File: config.mk
export PLATFORM = sky130hd
export DESIGN_NAME = input_debounce_and_force
export DESIGN_NICKNAME = d
export VERILOG_FILES = /design/src/rtl/input_debounce_and_force.v
export VERILOG_INCLUDE_DIRS = /design/src /design/src/rtl
export SDC_FILE = /design/constraint.sdc
export NUM_CORES = 1
export LEC_CHECK = 0
export BUFFER_PORTS_ARGS = -buffer_cell sky130_fd_sc_hd__buf_4
export CORE_ASPECT_RATIO = 0.7
export CORE_UTILIZATION = 46
export CTS_CLUSTER_DIAMETER = 200
export DETAILED_ROUTE_END_ITERATION = 12
export HOLD_SLACK_MARGIN = 0.02
export PLACE_DENSITY = 0.87
export REMOVE_ABC_BUFFERS = 1
export SLEW_MARGIN = 20
export SYNTH_ARGS = -nofsm -noshare
export SYNTH_HDL_FRONTEND = slang
export SYNTH_SLANG_ARGS = --single-unit
File: constraint.sdc
create_clock -name I_CLK_SYS -period 1.81 [get_ports I_CLK_SYS]
set_input_delay 0.0905 -clock I_CLK_SYS [delete_from_list [all_inputs] [get_ports I_CLK_SYS]]
set_output_delay 0.0905 -clock I_CLK_SYS [all_outputs]
set_load 0.01 [all_outputs]
File: src/rtl/input_debounce_and_force_consts.vh
// Constants for the input debounce and force block
`ifndef INPUT_DEBOUNCE_AND_FORCE_CONSTS_VH
`define INPUT_DEBOUNCE_AND_FORCE_CONSTS_VH

// Register byte addresses
`define ADDR_FILTERED_INPUT_STATUS 4'h0
`define ADDR_INPUT_FORCE_MASK 4'h4
`define ADDR_FORCED_INPUT_VALUES 4'h8
`define ADDR_W 4

// Field layout
`define NUM_INPUTS 6
`define INPUT_MSB 5
`define REG_W 16
`define RSVD_W 10
`define RSVD_ZERO 10'h000
`define INPUTS_ZERO 6'h00
`define STATUS_PAD 16'h0000
`define FORCE_PAD 26'h0000000
`define WORD_ZERO 32'h00000000
`define STRB_ZERO 4'h0
`define STRB_LOW_LANE 0

// Reset values
`define FORCE_MASK_RESET 6'h00
`define FORCED_VALUES_RESET 6'h00
`define STATUS_RESET 6'h00

// AXI responses
`define RESP_OKAY 2'h0
`define RESP_DECERR 2'h3

// Timing: one millisecond of 10 ns clock cycles per sample
`define SAMPLE_CYCLES_DEFAULT 17'h186a0
`define CNT_W 17
`define CNT_ZERO 17'h00000
`define CNT_ONE 17'h00001

`endif

File: src/rtl/input_debounce_and_force.v
// Debounced six-line input status with software force, AXI4-Lite regs
`timescale 1ns/10ps
`default_nettype none
`include "input_debounce_and_force_consts.vh"

module input_debounce_and_force #(
  parameter [`CNT_W-1:0] SAMPLE_CYCLES = `SAMPLE_CYCLES_DEFAULT
) (
  // Clock and reset
  input wire I_CLK_SYS,
  input wire I_RST_N,
  // Field input lines, bit n is line n plus one
  input wire [`INPUT_MSB:0] I_INPUT_LINES,
  // Filtered status
  output wire [`REG_W-1:0] O_FILTERED_STATUS,
  // AXI4-Lite write address
  input wire [`ADDR_W-1:0] I_AWADDR,
  input wire I_AWVALID,
  output wire O_AWREADY,
  // AXI4-Lite write data
  input wire [31:0] I_WDATA,
  input wire [3:0] I_WSTRB,
  input wire I_WVALID,
  output wire O_WREADY,
  // AXI4-Lite write response
  output reg [1:0] O_BRESP,
  output reg O_BVALID,
  input wire I_BREADY,
  // AXI4-Lite read address
  input wire [`ADDR_W-1:0] I_ARADDR,
  input wire I_ARVALID,
  output wire O_ARREADY,
  // AXI4-Lite read data
  output reg [31:0] O_RDATA,
  output reg [1:0] O_RRESP,
  output reg O_RVALID,
  input wire I_RREADY
);

  reg [`INPUT_MSB:0] sync_a;
  reg [`INPUT_MSB:0] sync_b;
  reg [`INPUT_MSB:0] force_mask;
  reg [`INPUT_MSB:0] forced_input_values;
  reg [`INPUT_MSB:0] last_sample;
  reg [`INPUT_MSB:0] filtered;
  reg [`CNT_W-1:0] tick_cnt;
  reg aw_held;
  reg w_held;
  reg [`ADDR_W-1:0] aw_addr;
  reg [31:0] w_data;
  reg [3:0] w_strb;
  wire sample_tick;
  wire [`INPUT_MSB:0] effective;
  wire do_write;
  wire do_read;
  wire [`INPUT_MSB:0] agree;
  wire sel_mask;
  wire sel_values;
  wire lane_low;
  reg [`INPUT_MSB:0] next_filtered;
  reg [1:0] next_bresp;
  reg [31:0] next_rdata;
  reg [1:0] next_rresp;

  // Two-stage synchroniser on the field lines
  always @(posedge I_CLK_SYS or negedge I_RST_N) begin
    if (!I_RST_N) begin
      sync_a <= `INPUTS_ZERO;
      sync_b <= `INPUTS_ZERO;
    end else begin
      sync_a <= I_INPUT_LINES;
      sync_b <= sync_a;
    end
  end

  // Forced value replaces the line where its mask bit is set
  assign effective = (force_mask & forced_input_values) |
                     (~force_mask & sync_b);

  // Millisecond sample strobe
  always @(posedge I_CLK_SYS or negedge I_RST_N) begin
    if (!I_RST_N) begin
      tick_cnt <= `CNT_ZERO;
    end else if (sample_tick) begin
      tick_cnt <= `CNT_ZERO;
    end else begin
      tick_cnt <= tick_cnt + `CNT_ONE;
    end
  end
  assign sample_tick = (tick_cnt == SAMPLE_CYCLES - `CNT_ONE);

  // Bits whose new sample repeats the one taken a period earlier
  assign agree = ~(effective ^ last_sample);

  // A lone differing sample leaves the old level in place
  always @* begin
    next_filtered = filtered;
    if (sample_tick) begin
      next_filtered = (effective & agree) | (filtered & ~agree);
    end
  end

  // Filtered level moves only on a sample tick
  always @(posedge I_CLK_SYS or negedge I_RST_N) begin
    if (!I_RST_N) begin
      last_sample <= `STATUS_RESET;
      filtered <= `STATUS_RESET;
    end else begin
      if (sample_tick) begin
        last_sample <= effective;
      end
      filtered <= next_filtered;
    end
  end

  // Status word, reserved upper bits zero
  assign O_FILTERED_STATUS = {`RSVD_ZERO, filtered};

  // Write channel: address and data taken in either order
  assign O_AWREADY = !aw_held && !O_BVALID;
  assign O_WREADY = !w_held && !O_BVALID;
  assign do_write = aw_held && w_held && !O_BVALID;

  // Write target decode; the force fields sit in the low byte lane
  assign sel_mask = (aw_addr == `ADDR_INPUT_FORCE_MASK);
  assign sel_values = (aw_addr == `ADDR_FORCED_INPUT_VALUES);
  assign lane_low = w_strb[`STRB_LOW_LANE];

  // Write response code, status offset accepted but ignored
  always @* begin
    case (aw_addr)
      `ADDR_FILTERED_INPUT_STATUS: next_bresp = `RESP_OKAY;
      `ADDR_INPUT_FORCE_MASK: next_bresp = `RESP_OKAY;
      `ADDR_FORCED_INPUT_VALUES: next_bresp = `RESP_OKAY;
      default: next_bresp = `RESP_DECERR;
    endcase
  end

  always @(posedge I_CLK_SYS or negedge I_RST_N) begin
    if (!I_RST_N) begin
      aw_held <= 1'b0;
      w_held <= 1'b0;
      aw_addr <= {`ADDR_W{1'b0}};
      w_data <= `WORD_ZERO;
      w_strb <= `STRB_ZERO;
      O_BVALID <= 1'b0;
      O_BRESP <= `RESP_OKAY;
    end else begin
      if (I_AWVALID && O_AWREADY) begin
        aw_held <= 1'b1;
        aw_addr <= I_AWADDR;
      end
      if (I_WVALID && O_WREADY) begin
        w_held <= 1'b1;
        w_data <= I_WDATA;
        w_strb <= I_WSTRB;
      end
      if (do_write) begin
        aw_held <= 1'b0;
        w_held <= 1'b0;
        O_BVALID <= 1'b1;
        O_BRESP <= next_bresp;
      end else if (O_BVALID && I_BREADY) begin
        O_BVALID <= 1'b0;
      end
    end
  end

  // Force registers, cleared at every reset
  always @(posedge I_CLK_SYS or negedge I_RST_N) begin
    if (!I_RST_N) begin
      force_mask <= `FORCE_MASK_RESET;
      forced_input_values <= `FORCED_VALUES_RESET;
    end else if (do_write && lane_low) begin
      if (sel_mask) begin
        force_mask <= w_data[`INPUT_MSB:0];
      end
      if (sel_values) begin
        forced_input_values <= w_data[`INPUT_MSB:0];
      end
    end
  end

  // Read channel: one-cycle registered answer
  assign O_ARREADY = !O_RVALID;
  assign do_read = I_ARVALID && O_ARREADY;

  // Read data select, unmapped offsets answer a decode error
  always @* begin
    next_rdata = `WORD_ZERO;
    next_rresp = `RESP_OKAY;
    case (I_ARADDR)
      `ADDR_FILTERED_INPUT_STATUS: begin
        next_rdata = {`STATUS_PAD, O_FILTERED_STATUS};
      end
      `ADDR_INPUT_FORCE_MASK: begin
        next_rdata = {`FORCE_PAD, force_mask};
      end
      `ADDR_FORCED_INPUT_VALUES: begin
        next_rdata = {`FORCE_PAD, forced_input_values};
      end
      default: begin
        next_rresp = `RESP_DECERR;
      end
    endcase
  end

  always @(posedge I_CLK_SYS or negedge I_RST_N) begin
    if (!I_RST_N) begin
      O_RVALID <= 1'b0;
      O_RDATA <= `WORD_ZERO;
      O_RRESP <= `RESP_OKAY;
    end else if (do_read) begin
      O_RVALID <= 1'b1;
      O_RDATA <= next_rdata;
      O_RRESP <= next_rresp;
    end else if (O_RVALID && I_RREADY) begin
      O_RVALID <= 1'b0;
    end
  end

endmodule
`default_nettype wire

==> results by group, run 1 <==
Clock tree
  – Clk slew on worst S/H paths: about 80 ps
  – Clk_lat worst skew: around 360 ps
  – Clock Root Buffer: clkbuf_8
  – H-tree depth: 3
  – CTS tree: built
  – Clock sinks: 76
  – Clk buf depth: 2
  – Cts bufs inserted: 9

Worst setup path
  – Worst Setup Path Type: reg2reg
  – Critical-path top delay cell: dfrtp_1
  – Worst endpoint required time: between 2000 and 2500 ps
  – Setup crit end kind: flop
  – Critical Path Start Type: flop
  – Worst Reg-to-Reg Cells: 5
  – CP peak stage delay: approximately 400 ps
  – WP data arrival: just under 2000 ps
  – Crit-path cells: nand4_1 -> or2_1 -> nor3_4 -> buf_12 -> mux2_2
  – Critical path fanouts, max: 15

STA
  – Setup violators final: 0
  – PnR worst setup slack: about 66 ps
  – Peak Freq: 573.4 MHz
  – Unrepaired setup endpoints after global routing: false
  – Final Cycle Share: a little over nine tenths
  – Worst slew pin tran: just over 500 ps
  – Clk_skew: about 13 ps
  – Relative slew slack: between 60% and 70%
  – Tmin final: around 1700 ps
  – Fin. Hold Viols: 0
  – Final Max Slew Viols: 0

Drt
  – Post-Route WL: around 7.4 mm
  – Drt wl/cell: 15.38 um
  – Post-route DRC: 0
  – Via-to-Cell Ratio: 5.096
  – First drt pass iteration count: 5
  – Initial DRC Count: around 230
  – Via Count: between 2k and 2.5k
  – Final ANT Viol Nets: 0

Power
  – Total power: ~4700 uW
  – PwrDens: approximately 1100 nW/um^2
  – Leak pwr: 0.002062 uW
  – Peak VDD IR: around 860 uV

Hold path
  – Hold depth: 3
  – Hold Path Class: in2reg

Floorplanning
  – Chip height: around 75 um
  – Core Region: ~7300 um^2
  – Starting Density: between 40 and 50%
  – I/O pins: between 100 and 150
  – Row count: 26
  – Die Width: approximately 110 um
  – Die area: 7916 um^2

Place
  – Number of port buffers: 48
  – Detailed-placement wirelength estimate: 4.941 mm
  – Placed insts: around 440
  – RD Place Congestion: ~0.86
  – Worst slack at placement: -46.77 ps

Logic synthesis
  – Largest cells by area after synthesis: dfrtp_1 (55%), mux2_2 (11%), buf_4 (8.2%)
  – Gate Count Post-Synth: a little under 300
  – Post-synthesis cell area: about 3500 um^2
  – Yosys top cell by area: dfrtp_1
  – Synth async-reset ratio: 100.0%
  – Synth top area share: between 50 and 60%
  – Syn. warnings: 0
  – Synth unique cells: 42
  – Top_reg_cell synth: dfrtp_1
  – Sequential-to-total area share from yosys stat: a little over half
  – Mean Syn Cell Area: around 12 um^2
  – EDFF count, synth: 0
  – Synth Register Bits: 76

Cells and area
  – Storage element area: 1902 um^2
  – Number of antenna diodes: 0
  – Synth-to-Final Area Change: 26.05%
  – Fillers: 550
  – Layout Utilization: between 50% and 60%
  – Most frequent cells in the layout: dfrtp_1 (76), buf_4 (61), conb_1 (36)
  – Area taken by multi-input logic gates: 1358 um^2
  – Layout cells sized above 1: between 30% and 40%
  – Layout Cells excl Fill: between 400 and 500
  – Leading cell type in the layout, fill and taps excluded: dfrtp_1
  – Final net count: approximately 440

GRT
  – Number of global-route vias before repair: around 2.4k
  – Largest net degree at the start of global routing: 40
  – GRT Util Overall: between 10% and 20%
  – Initial antenna violation count: 0
  – First-pass GRT wire length: 11.50 mm
  – Total gr overflow: 0

Run status
  – Status: finished clean

Job
  – Max-cap violations: 0
## final cells by class
cell class | instances | share of cell area, %
clock buffers | 13 | 4.082
clock inverters | 3 | 2.055
inverters | 9 | 0.7708
multi-input cells | 198 | 30.97
flip-flops and latches | 76 | 43.39
well taps | 98 | 2.798
repair buffers | 83 | 15.93
## worst max-delay path: cells and delay by family, from the launching register on
family | cells | cell delay, ps
and+or+nand+nor | 3 | 720
DFF | 1 | 400
muxes | 1 | 340
buffers and inverters | 1 | 170
## cells in the mapped netlist (all sizes together), types with 7 or more instances
library cell and count:
a21oi 8, a31oi 7, buf 41, dfrtp 76, inv 9, mux2 35
nand2 14, nor2 17, o21ai 9, xnor2 9
## layer usage
| metal | global-route usage (%) | up-vias | part of all wire (%) |
|---|---|---|---|
| met5 | 0 | - | 0 |
| met3 | 7.619 | 12 | 7.0 |
| li1 | - | 1125 | - |
| met1 | 25.73 | 1214 | 44 |
| met2 | 30.57 | 95 | 47 |
| met4 | 7.562 | 0 | 1.5 |
## path summary, 6_finish.rpt
path	startpoint	to	slack [ps]
max	tick_cnt[9]	last_sample[0]	70
min reg2reg	sync_a[3]	sync_b[3]	350
max in group asynchronous	I_RST_N	sync_a[3]	990
max reg2reg	tick_cnt[9]	last_sample[0]	70
min in group asynchronous	I_RST_N	O_RVALID	250
min	I_AWVALID	aw_held	40
## through the flow
stage                     cell area (um^2)  hold slack (ps)  setup TNS, ps
after floorplan                       3281           -205.1         -169.6
after global placement                3894            89.62              0
after detailed placement              3894            102.7         -61.91
after CTS                             4370            27.26              0
after global routing                  4383            35.29              0
final                                 4383            43.84              0
## timing repair
action / 4_1_cts / 5_1_grt
setup buffers: 1 / 0
resized for setup: 0 / 3
setup endpoints to repair: 4 / 15
hold buffers: 20 / 0
pin swaps: 1 / 1
hold endpoints to repair: 57 / 0
## power breakdown
group / switching (uW) / internal, uW / leakage, uW / total [uW]
Sequential: 213 / 1960 / 0.000976 / 2170
Combinational: 395 / 479 / 0.000951 / 874
Clock: 609 / 1070 / 0.000136 / 1680
Total: 1220 / 3510 / 0.00206 / 4720
## sequential cells by signal (all words and copies together) (netlist names), named ones only
name	flops
sync_a	6
w_data	6
O_RRESP	1
O_BVALID	1
O_RDATA	6
O_BRESP	1
last_sample	6
O_RVALID	1
force_mask	6
forced_input_values	6
aw_addr	4
sync_b	6
w_strb	1
tick_cnt	17
w_held	1
aw_held	1
## kinds of logic after synthesis
| kind of cell | after synthesis | synth area share [%] |
|---|---|---|
| simple gates | 66 | 10.26 |
| xor+xnor | 15 | 3.778 |
| mux | 41 | 13.17 |
| fa+ha+maj | 1 | 0.3598 |
| flops | 76 | 54.70 |
| buf+inv | 54 | 10.40 |
| compound gates | 39 | 7.233 |
| other cells | 1 | 0.1078 |
Power figures use the tool's default switching activity.
==> run 2: changes to the inputs <==
--- a/config.mk
+++ b/config.mk
@@ -9,10 +9,10 @@
 export BUFFER_PORTS_ARGS = -buffer_cell sky130_fd_sc_hd__buf_4
 export CORE_ASPECT_RATIO = 0.7
 export CORE_UTILIZATION = 46
-export CTS_CLUSTER_DIAMETER = 200
+export CTS_CLUSTER_DIAMETER = 80
 export DETAILED_ROUTE_END_ITERATION = 12
 export HOLD_SLACK_MARGIN = 0.02
-export PLACE_DENSITY = 0.87
+export PLACE_DENSITY = 0.84
 export REMOVE_ABC_BUFFERS = 1
 export SLEW_MARGIN = 20
 export SYNTH_ARGS = -nofsm -noshare
==> run 2 against run 1 <==
Worst setup slack gained 11 ps; first-iteration DRC count shrank 32%; die area is the same.
==> results by group, run 2 (same netlist as run 1, synthesis figures left out) <==
STA
  – Final Cycle Share: ~96%
  – Worst slew pin tran: approximately 540 ps
  – Relative slew slack: roughly 64%
  – Setup violators final: 0
  – Tmin final: around 1700 ps
  – Hold Slack: just over 80 ps
  – Clk_skew: 14.69 ps
  – Final Max Slew Viols: 0
  – Fin. Hold Viols: 0
  – Peak Freq: 577.1 MHz
  – Unrepaired setup endpoints after global routing: false

Place
  – Number of port buffers: 48
  – RD Place Congestion: roughly 0.86
  – Placed insts: ~450
  – Placed Instance Area: a little under 4000 um^2
  – Detailed-placement wirelength estimate: about 5.0 mm

Worst setup path
  – Worst endpoint required time: slightly above 2000 ps
  – Setup crit end kind: flop
  – Crit path from: O_BVALID
  – Critical Path Start Type: flop
  – Critical path fanouts, max: 6
  – FF-to-FF Start: O_BVALID
  – Worst Setup Path Type: reg2reg
  – Worst R2R Setup Slack: around 77 ps
  – WP data arrival: between 1500 and 2000 ps

Drt
  – Initial DRC Count: around 150
  – Final ANT Viol Nets: 0
  – Via Count: ~2.4k
  – Post-route DRC: 0
  – Drt wl/cell: about 15 um
  – Post-Route WL: 7.271 mm
  – First drt pass iteration count: 4
  – Via-to-Cell Ratio: 5.025

Cells and area
  – Area taken by multi-input logic gates: 1363 um^2
  – Fillers: about 550
  – Layout Cells excl Fill: 484
  – Number of flip-flops in the largest register: 17
  – Most frequent cells in the layout: dfrtp_1 (76), buf_4 (66), conb_1 (36)
  – Final Cell Area: 4337 um^2
  – Number of antenna diodes: 0
  – Final net count: approximately 440
  – Largest Register: tick_cnt
  – Leading cell type in the layout, fill and taps excluded: dfrtp_1
  – Synth-to-Final Area Change: 24.72%
  – Storage element area: approximately 1900 um^2
  – Layout cells sized above 1: between 30 and 40%

Run status
  – Status: finished clean

Floorplanning
  – Row count: 26
  – Chip height: around 75 um
  – Die area: 7916 um^2
  – I/O pins: roughly 110
  – Core Region: between 7000 and 8000 um^2
  – Starting Density: about 48%
  – Die Width: ~110 um

Clock tree
  – Clock Root Buffer: clkbuf_8
  – Clk_lat worst skew: around 360 ps
  – Cts bufs inserted: 9
  – Clock sinks: 76
  – H-tree depth: 3
  – Clk slew on worst S/H paths: 90 ps
  – Clk buf depth: 2
  – CTS tree: built

Power
  – Leak pwr: a little over 0.002 uW
  – Peak VDD IR: 678.0 uV
  – PwrDens: about 1000 nW/um^2

Job
  – Max-cap violations: 0

GRT
  – GRT Util Overall: between 10% and 20%
  – Largest net degree at the start of global routing: 53
  – First-pass GRT wire length: approximately 11 mm
  – Number of global-route vias before repair: about 2.2k
  – Initial antenna violation count: 0
  – Total gr overflow: 0

Hold path
  – Hold Path Class: in2reg
  – HP Start: I_AWVALID
-- run 2: cell types whose count changed in the layout (fill, tap and decap cells not counted), moves of 2 or more --
cell and change:
clkinv_4 +2, clkbuf_8 -4, bufinv_16 -2, clkinvlp_4 +2, buf_4 +5
-- run 2: repair_timing --
action	in CTS	in global routing
hold buffers	20	0
setup endpoints to repair	1	5
hold endpoints to repair	95	0
resized for setup	1	2
pin swaps	0	1
buffers inserted	0	1
-- run 2: stage by stage --
stage / setup TNS (ps) / power, uW / worst slack (ps) / utilization, %
final: 0 / 4350 / 77.27 / 59.25
after global routing: 0 / 4573 / 2.865 / 59.25
after CTS: 0 / 4340 / 100.1 / 58.99
after detailed placement: 0 / 3011 / 7.962 / 53.44
after global placement: 0 / 2950 / 121.7 / 53.44
after floorplan: -169.6 / 2625 / -33.92 / -
-- run 2: cell type report --
type | count | area share (%)
inverters | 9 | 0.7790
multi-input cells | 198 | 31.42
clock buffers | 9 | 2.856
repair buffers | 87 | 16.50
clock inverters | 7 | 1.760
flip-flops and latches | 76 | 43.85
well taps | 98 | 2.827
-- run 2: metal layers --
| metal | vias up | track usage (%) | part of all wire (%) |
|---|---|---|---|
| li1 | 1127 | - | - |
| met1 | 1195 | 26.36 | 46 |
| met2 | 96 | 28.10 | 45 |
| met3 | 14 | 7.446 | 7.3 |
| met4 | 0 | 5.093 | 1.7 |
| met5 | - | 0 | 0 |
-- run 2: worst paths after layout --
check	cells past startpoint	to
worst max-delay path	5	forced_input_values[0]
worst min-delay path	3	aw_held
worst max register to register	5	forced_input_values[0]
worst min register to register	0	sync_b[0]
max in group asynchronous	3	tick_cnt[10]
min in group asynchronous	2	sync_a[4]
-- run 2: worst max-delay path, stage by stage (launching register included) --
cell and delay, ps:
dfrtp_1 380, nand3b_1 240, nor4b_2 390, nand3b_1 130, buf_4 190, mux2_2 280
-- run 2: where the power goes --
group          switching (uW)  leakage (uW)  internal (uW)
clock network             653     0.0000958            643
registers                 205      0.000976           1960
logic                     410      0.000971            480
==> run 3: changes to the inputs <==
--- a/config.mk
+++ b/config.mk
@@ -8,11 +8,11 @@
 export LEC_CHECK = 0
 export BUFFER_PORTS_ARGS = -buffer_cell sky130_fd_sc_hd__buf_4
 export CORE_ASPECT_RATIO = 0.7
-export CORE_UTILIZATION = 46
+export CORE_UTILIZATION = 50
 export CTS_CLUSTER_DIAMETER = 80
 export DETAILED_ROUTE_END_ITERATION = 12
 export HOLD_SLACK_MARGIN = 0.02
-export PLACE_DENSITY = 0.84
+export PLACE_DENSITY = 0.86
 export REMOVE_ABC_BUFFERS = 1
 export SLEW_MARGIN = 20
 export SYNTH_ARGS = -nofsm -noshare
==> constraint.sdc (replaced) <==
create_clock -name I_CLK_SYS -period 1.8 [get_ports I_CLK_SYS]
set_input_delay 0.09 -clock I_CLK_SYS [delete_from_list [all_inputs] [get_ports I_CLK_SYS]]
set_output_delay 0.09 -clock I_CLK_SYS [all_outputs]
set_load 0.01 [all_outputs]
==> run 3 against run 2 <==
Clock power shrank 4%; first-iteration DRC count grew 17%; clock-buffer cell count grew 1; fmax shrank 1.7%; critical path type unchanged; highest routed layer unchanged.
==> results by group, run 3 (same netlist as run 1, synthesis figures left out) <==
Run status
  – Status: finished clean

Cells and area
  – Synth-to-Final Area Change: 24.94%
  – Number of antenna diodes: 0
  – Final net count: 440
  – Final Cell Area: approximately 4300 um^2
  – Largest Register: tick_cnt
  – Fillers: around 450
  – Layout cells sized above 1: 32.38%
  – Leading cell type in the layout, fill and taps excluded: dfrtp_1
  – Number of flip-flops in the largest register: 17
  – Most frequent cells in the layout: dfrtp_1 (76), buf_4 (66), conb_1 (36)

STA
  – Final Max Slew Viols: 0
  – Fin. Hold Viols: 0
  – Relative slew slack: approximately 67%
  – PnR worst setup slack: ~38 ps
  – Hold Slack: about 33 ps
  – Worst slew pin tran: about 500 ps
  – Clk_skew: 11.49 ps
  – Peak Freq: roughly 570 MHz
  – Tmin final: roughly 1800 ps
  – Final Cycle Share: ~98%
  – Setup violators final: 0
  – Setup TNS: 0 ps

Clock tree
  – Cts bufs inserted: 9
  – Clock Root Buffer: clkbuf_8
  – Clk buf depth: 2
  – Clk slew on worst S/H paths: ~80 ps
  – CTS tree: built
  – H-tree depth: 3
  – Clk_lat worst skew: ~350 ps
  – Clock sinks: 76

Place
  – Number of port buffers: between 40 and 50
  – Worst slack at placement: -3.930 ps
  – Detailed-placement wirelength estimate: between 5 and 6 mm
  – RD Place Congestion: just under 0.8
  – Placed Instance Area: 3919 um^2

Drt
  – Initial DRC Count: between 150 and 200
  – Via Count: approximately 2.5k
  – Via-to-Cell Ratio: around 5.2
  – Post-route DRC: 0
  – Post-Route WL: around 7.6 mm
  – Final ANT Viol Nets: 0
  – Drt wl/cell: 15.92 um
  – First drt pass iteration count: 5

GRT
  – M1 GR Usage: between 20 and 30%
  – Number of global-route vias before repair: roughly 2.4k
  – Total gr overflow: 0
  – Most Crowded Layer GR: met2
  – First-pass GRT wire length: approximately 12 mm
  – Grt met2 use: 34.76%
  – Grt met3 use: around 5.9%
  – Initial antenna violation count: 0
  – GRT Util Overall: a little over a fifth
  – Largest net degree at the start of global routing: between 40 and 50

Floorplanning
  – Core Region: around 6700 um^2
  – I/O pins: 114
  – Row count: 25
  – Die area: ~7300 um^2
  – Starting Density: about half
  – Chip height: roughly 70 um
  – Die Width: a little over 100 um

Power
  – Peak VDD IR: a little over 600 uV
  – PwrDens: about 1000 nW/um^2
  – Total power: around 4300 uW
  – Leak pwr: approximately 0.002 uW

Hold path
  – Hold Path Class: in2reg
  – HP Start: I_ARADDR[0]
  – Hold depth: 3

Worst setup path
  – Setup crit end kind: flop
  – Critical Path Start Type: flop
  – Crit path from: O_BVALID
  – FF-to-FF Start: O_BVALID
  – Worst Setup Path Type: reg2reg
  – Worst Reg-to-Reg Cells: 5
  – Critical path fanouts, max: 6
  – WP data arrival: between 1500 and 2000 ps
  – Worst endpoint required time: 2030 ps

Job
  – Max-cap violations: 0
==> run 3: cell types whose count changed in the layout (fill, tap and decap cells not counted), sizes merged <==
cell / delta
buf: +1
clkbuf: +1
clkinvlp: -1
inv: -1
==> run 3: per-stage QoR <==
stage          util [%]  std cells
2_1_floorplan         -        283
3_3_place_gp      58.27        443
3_5_place_dp      58.27        443
4_1_cts           64.30        480
5_1_grt           64.60        480
6_report          64.60        480
==> run 3: worst paths after layout <==
check	slack, ps	to
max	40	forced_input_values[4]
min	30	O_RRESP[0]
min in group asynchronous	220	sync_a[5]
max in group asynchronous	1000	tick_cnt[10]
min reg2reg	350	sync_b[4]
max reg2reg	40	forced_input_values[4]
==> run 3: cell type report <==
type	instances	area (um^2)	area share [%]
Inverter	9	33.78	0.7776
Clock buffer	10	137.6	3.168
Timing Repair Buffer	88	735.7	16.94
Tap cell	94	117.6	2.707
Multi-Input combinational cell	198	1365	31.42
Sequential cell	76	1902	43.78
Clock inverter	5	52.55	1.210
==> run 3: critical path, cell delays in order, from the launching register on <==
cell	delay (ps)
dfrtp_1	410
nand3b_1	250
nor4b_2	380
nand3b_1	130
buf_4	190
mux2_2	280
==> run 3: power breakdown <==
group          leakage (uW)  switching, uW  internal (uW)  total [uW]
clock network     0.0000979            590            663        1250
logic              0.000977            412            482         894
registers          0.000976            216           1970        2190
==> run 3: repair_timing <==
item / CTS / global route
setup buffers: 2 / 0
resized for setup: 0 / 4
pin swaps: 1 / 1
endpoints found under the setup margin: 3 / 19
hold endpoints to repair: 50 / 0
hold buffers: 20 / 0
==> run 3: routing by layer <==
metal | up-vias | share of wire [%]
met2 | 106 | 48
met4 | 0 | 1.8
met1 | 1261 | 44
met3 | 16 | 5.8
met5 | - | 0
li1 | 1129 | -
